==> src/hw/psl_consts.svh <==
/*
  word counts, addresses and reset values shared by both ends of
  the frame-synchronous parameter update link.
  assumes a 125 mhz core clock and a one-cycle frame tick input.
*/
`ifndef PSL_CONSTS_SVH
`define PSL_CONSTS_SVH

// ----------------------------------------------------------------
// staging area locations in parameter memory
// ----------------------------------------------------------------
`define PSL_SLOT0_ADDR      16'h6000
`define PSL_SLOT_LAST_ADDR  16'h6004
`define PSL_TARGET_ADDR     16'h6005
`define PSL_COUNT_ADDR      16'h6006

// ----------------------------------------------------------------
// sizes and reset values
// ----------------------------------------------------------------
`define PSL_MAX_WORDS       3'h5
`define PSL_MIN_WORDS       3'h1
`define PSL_ADDR_RST        16'h0000
`define PSL_DATA_RST        32'h0000_0000

`endif

==> src/hw/psl_pkg.sv <==
/*
  types shared by both ends of the parameter update link.
  assumes nothing beyond the constants header.
*/
package psl_pkg;
  typedef logic [15:0] psl_addr_t;  // parameter memory address
  typedef logic [31:0] psl_data_t;  // parameter word
  typedef logic [2:0]  psl_cnt_t;   // word count 0..5
endpackage

==> src/hw/psl_if.sv <==
/*
  control-port link between host and update engine.
  assumes both ends share clk_in and rst_in.
*/
`timescale 1ns/1ps
`default_nettype none
interface psl_if;
  logic                wr_en;    // one-cycle host write strobe
  psl_pkg::psl_addr_t  wr_addr;  // host write address
  psl_pkg::psl_data_t  wr_data;  // host write data
  logic                busy;     // transfer armed or copying

  modport dev  (input wr_en, input wr_addr, input wr_data,
                output busy);
  modport host (output wr_en, output wr_addr, output wr_data,
                input busy);
endinterface
`default_nettype wire

==> src/hw/psl_device.sv <==
/*
  parameter update engine: holds five staging slots, a target address
  and a count; a count write in idle arms a burst copied at the next frame tick.
  assumes frame_tick_in is a one-cycle pulse on clk_in and that the
  parameter ram accepts one write per cycle with no back-pressure.
*/
`timescale 1ns/1ps
`default_nettype none
`include "psl_consts.svh"
module psl_device
(
  input  wire logic               clk_in,        // core clock
  input  wire logic               rst_in,        // sync reset, high
  input  wire logic               frame_tick_in, // audio frame start
  psl_if.dev                      link,          // host control port
  output logic                    pram_we_out,   // parameter ram write
  output psl_pkg::psl_addr_t      pram_addr_out, // ram address
  output psl_pkg::psl_data_t      pram_data_out  // ram data
);

  // ----------------------------------------------------------------
  // state
  // ----------------------------------------------------------------
  typedef enum logic [2:0]
  {
    PSL_IDLE  = 3'b001,  // nothing pending
    PSL_ARMED = 3'b010,  // waiting for frame tick
    PSL_COPY  = 3'b100   // streaming words out
  } psl_state_t;

  psl_state_t          state_ff;
  psl_state_t          nxt_state;
  psl_pkg::psl_data_t  slot_ff [0:4];   // staging slots
  psl_pkg::psl_addr_t  target_ff;       // first destination
  psl_pkg::psl_cnt_t   count_ff;        // words requested
  psl_pkg::psl_cnt_t   idx_ff;          // word being copied
  logic                we_ff;
  psl_pkg::psl_addr_t  addr_ff;
  psl_pkg::psl_data_t  data_ff;
  logic                busy_ff;

  // ----------------------------------------------------------------
  // address decode
  // ----------------------------------------------------------------
  wire logic hit_target = link.wr_en &&
                          link.wr_addr == `PSL_TARGET_ADDR;
  wire logic hit_count  = link.wr_en &&
                          link.wr_addr == `PSL_COUNT_ADDR;
  wire logic last_word  = idx_ff == count_ff - 3'h1;
  // a zero count would stretch the burst to eight words, so clamp to one..five
  wire psl_pkg::psl_cnt_t clamp_cnt =
    (link.wr_data[2:0] == 3'h0) ? `PSL_MIN_WORDS :
    (link.wr_data[2:0] >  `PSL_MAX_WORDS) ? `PSL_MAX_WORDS :
    link.wr_data[2:0];

  // ----------------------------------------------------------------
  // staging slots, one per generate lane
  // ----------------------------------------------------------------
  genvar g;
  generate
    for (g = 0; g < 5; g++)
    begin : g_slot
      // slot writes while copying are the host's fault; accepted anyway
      always_ff @(posedge clk_in)
      begin
        if (rst_in)
          slot_ff[g] <= `PSL_DATA_RST;
        else if (link.wr_en &&
                 link.wr_addr == `PSL_SLOT0_ADDR + 16'(g))
          slot_ff[g] <= link.wr_data;
      end
    end
  endgenerate

  // target and count registers
  always_ff @(posedge clk_in)
  begin
    if (rst_in)
    begin
      target_ff <= `PSL_ADDR_RST;
      count_ff  <= 3'h0;
    end
    else
    begin
      if (hit_target)
        target_ff <= link.wr_data[15:0];
      if (hit_count && state_ff == PSL_IDLE)
        count_ff <= clamp_cnt;
    end
  end

  // ----------------------------------------------------------------
  // sequencer
  // ----------------------------------------------------------------
  always_comb
  begin
    nxt_state = state_ff;
    unique case (state_ff)
      PSL_IDLE:
        if (hit_count)
          nxt_state = PSL_ARMED;
      PSL_ARMED:
        if (frame_tick_in)
          nxt_state = PSL_COPY;
      PSL_COPY:
        if (last_word)
          nxt_state = PSL_IDLE;
      default:
        nxt_state = PSL_IDLE;
    endcase
  end

  // state and word index; five cycles is far inside any frame
  always_ff @(posedge clk_in)
  begin
    if (rst_in)
    begin
      state_ff <= PSL_IDLE;
      idx_ff   <= 3'h0;
    end
    else
    begin
      state_ff <= nxt_state;
      // stop at the last word so the slot read never leaves 0..4
      if (state_ff == PSL_COPY && !last_word)
        idx_ff <= idx_ff + 3'h1;
      else
        idx_ff <= 3'h0;
    end
  end

  // ----------------------------------------------------------------
  // registered ram write port
  // ----------------------------------------------------------------
  always_ff @(posedge clk_in)
  begin
    if (rst_in)
    begin
      we_ff   <= 1'b0;
      addr_ff <= `PSL_ADDR_RST;
      data_ff <= `PSL_DATA_RST;
      busy_ff <= 1'b0;
    end
    else
    begin
      we_ff   <= state_ff == PSL_COPY;
      addr_ff <= target_ff + 16'(idx_ff);
      data_ff <= slot_ff[idx_ff];
      busy_ff <= nxt_state != PSL_IDLE;
    end
  end

  assign pram_we_out   = we_ff;
  assign pram_addr_out = addr_ff;
  assign pram_data_out = data_ff;
  assign link.busy     = busy_ff;

endmodule // psl_device
`default_nettype wire

==> src/flat_wrapper.sv <==
// flat-port wrapper written by rule: the top's interface ports become plain ports
module psl_device_flat 
  (clk_in, rst_in, frame_tick_in, pram_we_out, pram_addr_out, pram_data_out, link_wr_en, link_wr_addr, link_wr_data, link_busy);
  psl_if link_i ();
  input  wire logic clk_in;
  input  wire logic rst_in;
  input  wire logic frame_tick_in;
  output logic pram_we_out;
  output psl_pkg::psl_addr_t pram_addr_out;
  output psl_pkg::psl_data_t pram_data_out;
  input wire logic [$bits(link_i.wr_en)-1:0] link_wr_en;
  input wire logic [$bits(link_i.wr_addr)-1:0] link_wr_addr;
  input wire logic [$bits(link_i.wr_data)-1:0] link_wr_data;
  output wire logic [$bits(link_i.busy)-1:0] link_busy;
  assign link_i.wr_en = link_wr_en;
  assign link_i.wr_addr = link_wr_addr;
  assign link_i.wr_data = link_wr_data;
  assign link_busy = link_i.busy;
  psl_device u_core (.clk_in(clk_in), .rst_in(rst_in), .frame_tick_in(frame_tick_in), .link(link_i), .pram_we_out(pram_we_out), .pram_addr_out(pram_addr_out), .pram_data_out(pram_data_out));
endmodule
==> config.mk <==
export PLATFORM = sky130hd
export DESIGN_NAME = psl_device_flat
export DESIGN_NICKNAME = d
export VERILOG_FILES = /design/src/hw/psl_pkg.sv /design/src/hw/psl_if.sv /design/src/hw/psl_device.sv /design/src/flat_wrapper.sv
export VERILOG_INCLUDE_DIRS = /design/src /design/src/hw
export SDC_FILE = /design/constraint.sdc
export NUM_CORES = 1
export LEC_CHECK = 0
export BUFFER_PORTS_ARGS = -buffer_cell sky130_fd_sc_hd__buf_2
export CAP_MARGIN = 20
export CORE_ASPECT_RATIO = 1.2
export CORE_UTILIZATION = 25
export CTS_CLUSTER_DIAMETER = 80
export DETAILED_ROUTE_END_ITERATION = 16
export PLACE_DENSITY_LB_ADDON = 0.25
export SLEW_MARGIN = 0
export SYNTH_ARGS = -nofsm -noshare
export SYNTH_HDL_FRONTEND = slang
export SYNTH_SLANG_ARGS = --single-unit
export TNS_END_PERCENT = 30
==> constraint.sdc <==
create_clock -name clk_in -period 3.7 [get_ports clk_in]
set_input_delay 0.74 -clock clk_in [delete_from_list [all_inputs] [get_ports clk_in]]
set_output_delay 0.74 -clock clk_in [all_outputs]
set_load 0.01 [all_outputs]
==> results of run 1 <==
-- tightest hold or removal path: cells and delay by family (launching register included) --
kind / cells / cell delay, ns
AOI/OAI and AO/OA: 2 / 0.13
DFF: 1 / 0.31
-- final timing paths --
kind	endpoint	slack, ns
worst min-delay path	u_core.target_ff[0]$_SDFFE_PP0P_	0.48
worst max register to register	u_core.pram_addr_out[15]$_SDFF_PP0_	1.51
worst min register to register	u_core.target_ff[0]$_SDFFE_PP0P_	0.48
worst max-delay path	u_core.slot_ff[3][12]$_SDFFCE_PN0P_	1.16
-- layer usage --
layer | wire length (um) | up-vias
li1 | - | 2841
met1 | 10100 | 2949
met2 | 11900 | 151
met3 | 1000 | 31
met4 | 475 | 0
met5 | 0 | -
-- kinds of logic (layout without fill, tap and decap cells) --
logic type	count (synthesis)	after routing	synth area share, %
DFF	235	235	66.3
adders and majority gates	6	6	0.868
AOI/OAI and AO/OA	62	62	3.59
xor gates and xnor gates	11	11	1.16
buffers and inverters	52	169	2.24
and+or+nand+nor	310	310	14.9
muxes	64	64	10.9
-- power groups by stage --
stage / clock [mW] / sequential, mW / combinational [mW]
after global placement: 0 / 2.99 / 0.254
after CTS: 2.61 / 2.93 / 0.256
after floorplan: 0 / 2.99 / 0.120
after detailed placement: 0 / 2.99 / 0.255
after global routing: 2.71 / 2.94 / 0.271
final: 2.53 / 2.93 / 0.247
-- flip-flops by register name, summed over array words and instances (netlist names), 3 cells and up --
signal / flops
u_core.slot_ff: 160
u_core.pram_data_out: 32
u_core.pram_addr_out: 16
u_core.target_ff: 16
u_core.count_ff: 3
u_core.idx_ff: 3
u_core.state_ff: 3
-- cell type report --
type	count	share of cell area (%)
multi-input combinational	453	26.3
sequential	235	55.0
timing repair buffer	117	6.13
tap	474	5.17
inverter	4	0.131
clock buffer	33	6.17
clock inverter	15	1.08
-- cell usage in the layout, fill, tap and decap left out, types with 2 or more instances in the layout --
master,count
a211oi_1,2
nand3b_1,2
clkinv_2,6
ha_1,5
o21ai_1,10
or3_1,3
clkbuf_1,5
a21o_1,2
inv_1,4
or4_1,7
nor4_2,2
edfxtp_1,160
nand4_1,3
clkinvlp_4,2
bufinv_16,2
xnor2_1,7
nand2b_1,34
nand2b_2,5
nor2_1,202
nand2_1,9
a21oi_1,29
nor2b_1,6
nand3_1,23
o31ai_1,7
mux4_2,32
dfxtp_2,3
buf_4,11
xor2_1,3
dfxtp_1,72
or3b_2,2
nor4_1,2
buf_12,6
clkbuf_16,27
mux2i_1,32
and3_1,2
nor3_1,3
o21ai_0,10
clkinv_1,5
buf_2,100
-- metrics by stage --
stage	utilization, %	area (sq um)	std cells
after floorplan	-	9520	740
after global placement	28.6	10600	1283
after detailed placement	28.6	10600	1283
after CTS	30.8	11500	1331
after global routing	30.8	11500	1331
final	30.8	11500	1331
==> results.toml, run 1 <==
[outcome]
status = "complete, no violations"

[setup_path]
cp_cell_sequence = "buf_2 -> or4b_4 -> nor4_2 -> nand3_1 -> nand2b_2 -> buf_12"
crit_arrival_ns = 2.76
timing.rr.start = "u_core.idx_ff[2]$_SDFF_PP0_"
critPathSlowestCell = "or4b_4"
critical_path_depth = 6
rr_worst_depth = 4
crit_fanout = 18
start_kind = "input port"
critPathTopFamily = "simple AND/OR/NAND/NOR gates"
max_stage_delay_ns = 0.55
end_kind = "flop"
cp.required_ns = 3.92
path_class = "input port to flop"
startpoint = "link_wr_addr[9]"
crit_buf_inv = 2

[sta]
final-hold-violation-count = 0
setup_viol = 0
setup_tns_ns = 0
fmax_ghz = 0.394
worstMarginPinSlew_ns = 0.898
fin_crit_ns = 2.54
whs_ns = 0.483
finalCritPeriodShare_pct = 68.6
rsz0062_at_grt = "false"
fin_worst_skew_ns = 0.0119
timing.slew.headroom_pct = 40.1
slew_viol_final = 0
setup_ws_ns = 1.16

[die]
core-area_sq_um = 37200
die_w_um = 180
rows = 77
start_util_pct = 25.6
design.die.area_sq_um = 38900
io_pins = 102
die_h_um = 216

[global_routing]
grt_max_degree = 87
track_usage_pct = 12.2
grtUsageMet2_pct = 21.9
grt_antenna_before_repair = 0
grt_pass1_wl_um = 36500
grt_pass1_vias = 6194
overflow = 0
use_met3_pct = 1.94
grt_use_met1_pct = 15.1
top_usage_layer = "met2"

[cts]
holdBufCountCts = 0
clkLatencyLatePin_ns = 0.52
clkSinkCount = 235
cts_tree = "done"
cts_resized = 0
cts.path.max_buffers = 3
htree_levels = 1
cts_setup_buffers = 0
clk_root_buffer_cell = "clkbuf_16"
cts_made_buffers = 27
cts.reportedPaths.clkPinSlew_ns = 0.06

[route]
routedWlPerCell_um = 17.6
drc_errors = 0
antenna_left = 0
drt-initial-drc-count = 326
viasPerCell = 4.49
drt-total-wl_um = 23500
via_count = 5972
firstDrtPassIters = 4

[logic_synthesis]
yosysTopAreaCell = "edfxtp_1"
synth_top_area_share_pct = 50.5
yosys-top-cells-area = "edfxtp_1, dfxtp_1, nor2_1"
synth_cells = 740
netlist_top_cells_count = "nor2_1, edfxtp_1, dfxtp_1, nand2b_1, clkbuf_1"
synth-seq-area-share_pct = 66.3
synthArstFlopShare_pct = 0
synth_top_flop_cell = "edfxtp_1"
yosys_warnings = 0
yosysMostFrequentCell = "nor2_1"
synth_cell_type_count = 42
synth_seq_cells = 235
avgSynthCellArea_sq_um = 12.9
synth_edf_count = 160
syn_area_sq_um = 9520
syn-num-nets = 798

[power_and_ir_drop]
p_per_area_nw_per_um2 = 498
netSwitchingPower_mw = 1.22
p_clk_share_pct = 44.3
total_power_mw = 5.71
p_sw_share_pct = 21.4
internal-power_mw = 4.49
vdd_drop_max_v = 0.000338
leakagePower_nw = 3.87
seqPwrFrac_pct = 51.4
comb_power_share_pct = 4.3

[placed_design]
io_buffers = 101
place_congestion = 0.742
dp_slack_ns = 0.560
dp_hpwl_um = 14600

[layout]
ff_latch_area_sq_um = 6310
drive_above_1_share_pct = 23.5
syn2layout_area_growth_pct = 20.5
fill_cells = 3808
multi_input_area_sq_um = 3020
nets = 896
diodes = 0

[flow_run]
maxCapViolCount = 0

[min_path]
hold_depth = 2
hp-start = "u_core.target_ff[0]$_SDFFE_PP0P_"
min_path_type = "flop to flop"
No activity file was read; power rests on OpenSTA's default activity.
==> inputs of run 2 (changes only) <==
==> constraint.sdc (replaced) <==
create_clock -name clk_in -period 2.1 [get_ports clk_in]
set_input_delay 0.42 -clock clk_in [delete_from_list [all_inputs] [get_ports clk_in]]
set_output_delay 0.42 -clock clk_in [all_outputs]
set_load 0.01 [all_outputs]
==> run 2 against run 1 <==
  * Design area increased by 3.0%
  * Worst hold slack worse by 0.31 ns
  * Critical path depth rose by 2
  * Non-clock buffer count up 21
  * First-iteration DRC count grew 15%
  * Routed wire length rose by 1.8%
  * Combinational power increased by 95%
  * Clock power rose by 79%
  * Via count up 0.82%
  * Utilization increased by 0.91 points
  * Critical path type unchanged
  * Largest power group unchanged
==> results.toml, run 2 (synthesized netlist as in run 1, its figures left out) <==
[outcome]
status = "complete, no violations"

[placed_design]
place_congestion = 0.728
dp_cells = 1304
dp_hpwl_um = 15200
io_buffers = 101
place_area_sq_um = 10900

[die]
io_pins = 102
rows = 77
die_w_um = 180
core-area_sq_um = 37200
die_h_um = 216
design.die.area_sq_um = 38900
start_util_pct = 25.6

[cts]
cts.reportedPaths.clkPinSlew_ns = 0.06
cts.path.max_buffers = 3
holdBufCountCts = 0
htree_levels = 1
clkLatencyLatePin_ns = 0.52
cts_tree = "done"
cts_made_buffers = 27
clk_root_buffer_cell = "clkbuf_16"
cts_resized = 0
clkSinkCount = 235
cts_setup_buffers = 0

[power_and_ir_drop]
comb_power_share_pct = 4.7
p_sw_share_pct = 21.2
leakagePower_nw = 4.08
netSwitchingPower_mw = 2.16
p_per_area_nw_per_um2 = 862
vdd_drop_max_v = 0.000561
internal-power_mw = 8.02
p_clk_share_pct = 44.5
seqPwrFrac_pct = 50.8

[route]
drc_errors = 0
via_count = 6021
drt-total-wl_um = 23900
firstDrtPassIters = 4
drt-initial-drc-count = 375
routedWlPerCell_um = 17.7
antenna_left = 0
viasPerCell = 4.45

[global_routing]
grt_pass1_vias = 6523
overflow = 0
track_usage_pct = 12.7
grt_max_degree = 36
grt_pass1_wl_um = 38200
grt_antenna_before_repair = 0

[sta]
rsz0062_at_grt = "false"
finalCritPeriodShare_pct = 86.1
fin_worst_skew_ns = 0.00970
worstMarginPinSlew_ns = 0.682
fmax_ghz = 0.553
final-hold-violation-count = 0
slew_viol_final = 0
fin_crit_ns = 1.81
timing.slew.headroom_pct = 54.5
setup_viol = 0

[min_path]
min_path_type = "input port to flop"

[flow_run]
maxCapViolCount = 0

[layout]
diodes = 0
largest-register = "u_core.slot_ff"
syn2layout_area_growth_pct = 24.1
nets = 917
final_cell_mix = "nor2_1, edfxtp_1, buf_2"
final_common_cell = "nor2_1"
design_area_sq_um = 11800
drive_above_1_share_pct = 25.7
final_cells = 1353
fill_cells = 3777
largest_register_ffs = 160

[setup_path]
end_kind = "flop"
cp.required_ns = 2.34
crit_fanout = 12
start_kind = "input port"
crit_arrival_ns = 2.04
path_class = "input port to flop"
-- run 2: cell type report --
type,count,area (sq um),area share [%]
repair buffers,138,973,8.24
clock buffers,45,837,7.09
well taps,474,593,5.02
flip-flops and latches,235,6310,53.4
multi-input cells,453,3060,25.9
clock inverters,4,25.0,0.212
inverters,4,15.0,0.127
-- run 2: metrics by stage --
| stage | hold slack (ns) | utilization (%) | worst slack (ns) | power (mW) | setup TNS, ns |
|---|---|---|---|---|---|
| after floorplan | 0.450 | - | -0.0809 | 5.48 | -10.37 |
| after global placement | 0.463 | 29.4 | -0.240 | 5.76 | -61.82 |
| after detailed placement | 0.469 | 29.4 | -0.266 | 5.76 | -66.77 |
| after CTS | 0.152 | 31.8 | 0.285 | 10.3 | 0 |
| after global routing | 0.184 | 31.8 | 0.154 | 10.6 | 0 |
| final | 0.176 | 31.8 | 0.292 | 10.2 | 0 |
-- run 2: path summary, 6_finish.rpt --
check	cells after the start	from	slack [ns]	to
worst max-delay path	8	link_wr_addr[6]	0.29	u_core.slot_ff[4][17]$_SDFFCE_PN0P_
worst min-delay path	3	frame_tick_in	0.18	u_core.state_ff[2]$_SDFF_PP0_
worst max register to register	6	u_core.idx_ff[0]$_SDFF_PP0_	0.37	u_core.pram_addr_out[12]$_SDFF_PP0_
worst min register to register	2	u_core.slot_ff[4][4]$_SDFFCE_PN0P_	0.47	u_core.pram_data_out[4]$_SDFF_PP0_
-- run 2: metal layers --
| layer | GRT usage [%] | share of wire [%] | wire, um |
|---|---|---|---|
| met1 | 16.8 | 45 | 10800 |
| met2 | 21.7 | 48 | 11600 |
| met3 | 2.01 | 5.0 | 1190 |
| met4 | 2.76 | 1.5 | 354 |
| met5 | 0 | 0 | 0 |
-- run 2: critical path, stage by stage --
cell and delay, ns:
buf_2 0.09, or4b_1 0.53, buf_4 0.17, nor4_2 0.22, buf_4 0.17, nand2_1 0.14
nand2b_4 0.16, buf_12 0.15
-- run 2: power by group through the flow --
stage | clock network (mW) | registers (mW) | logic, mW
final | 4.53 | 5.17 | 0.482
after global routing | 4.85 | 5.18 | 0.529
after CTS | 4.67 | 5.17 | 0.497
after detailed placement | 0 | 5.27 | 0.496
after global placement | 0 | 5.26 | 0.495
after floorplan | 0 | 5.26 | 0.218
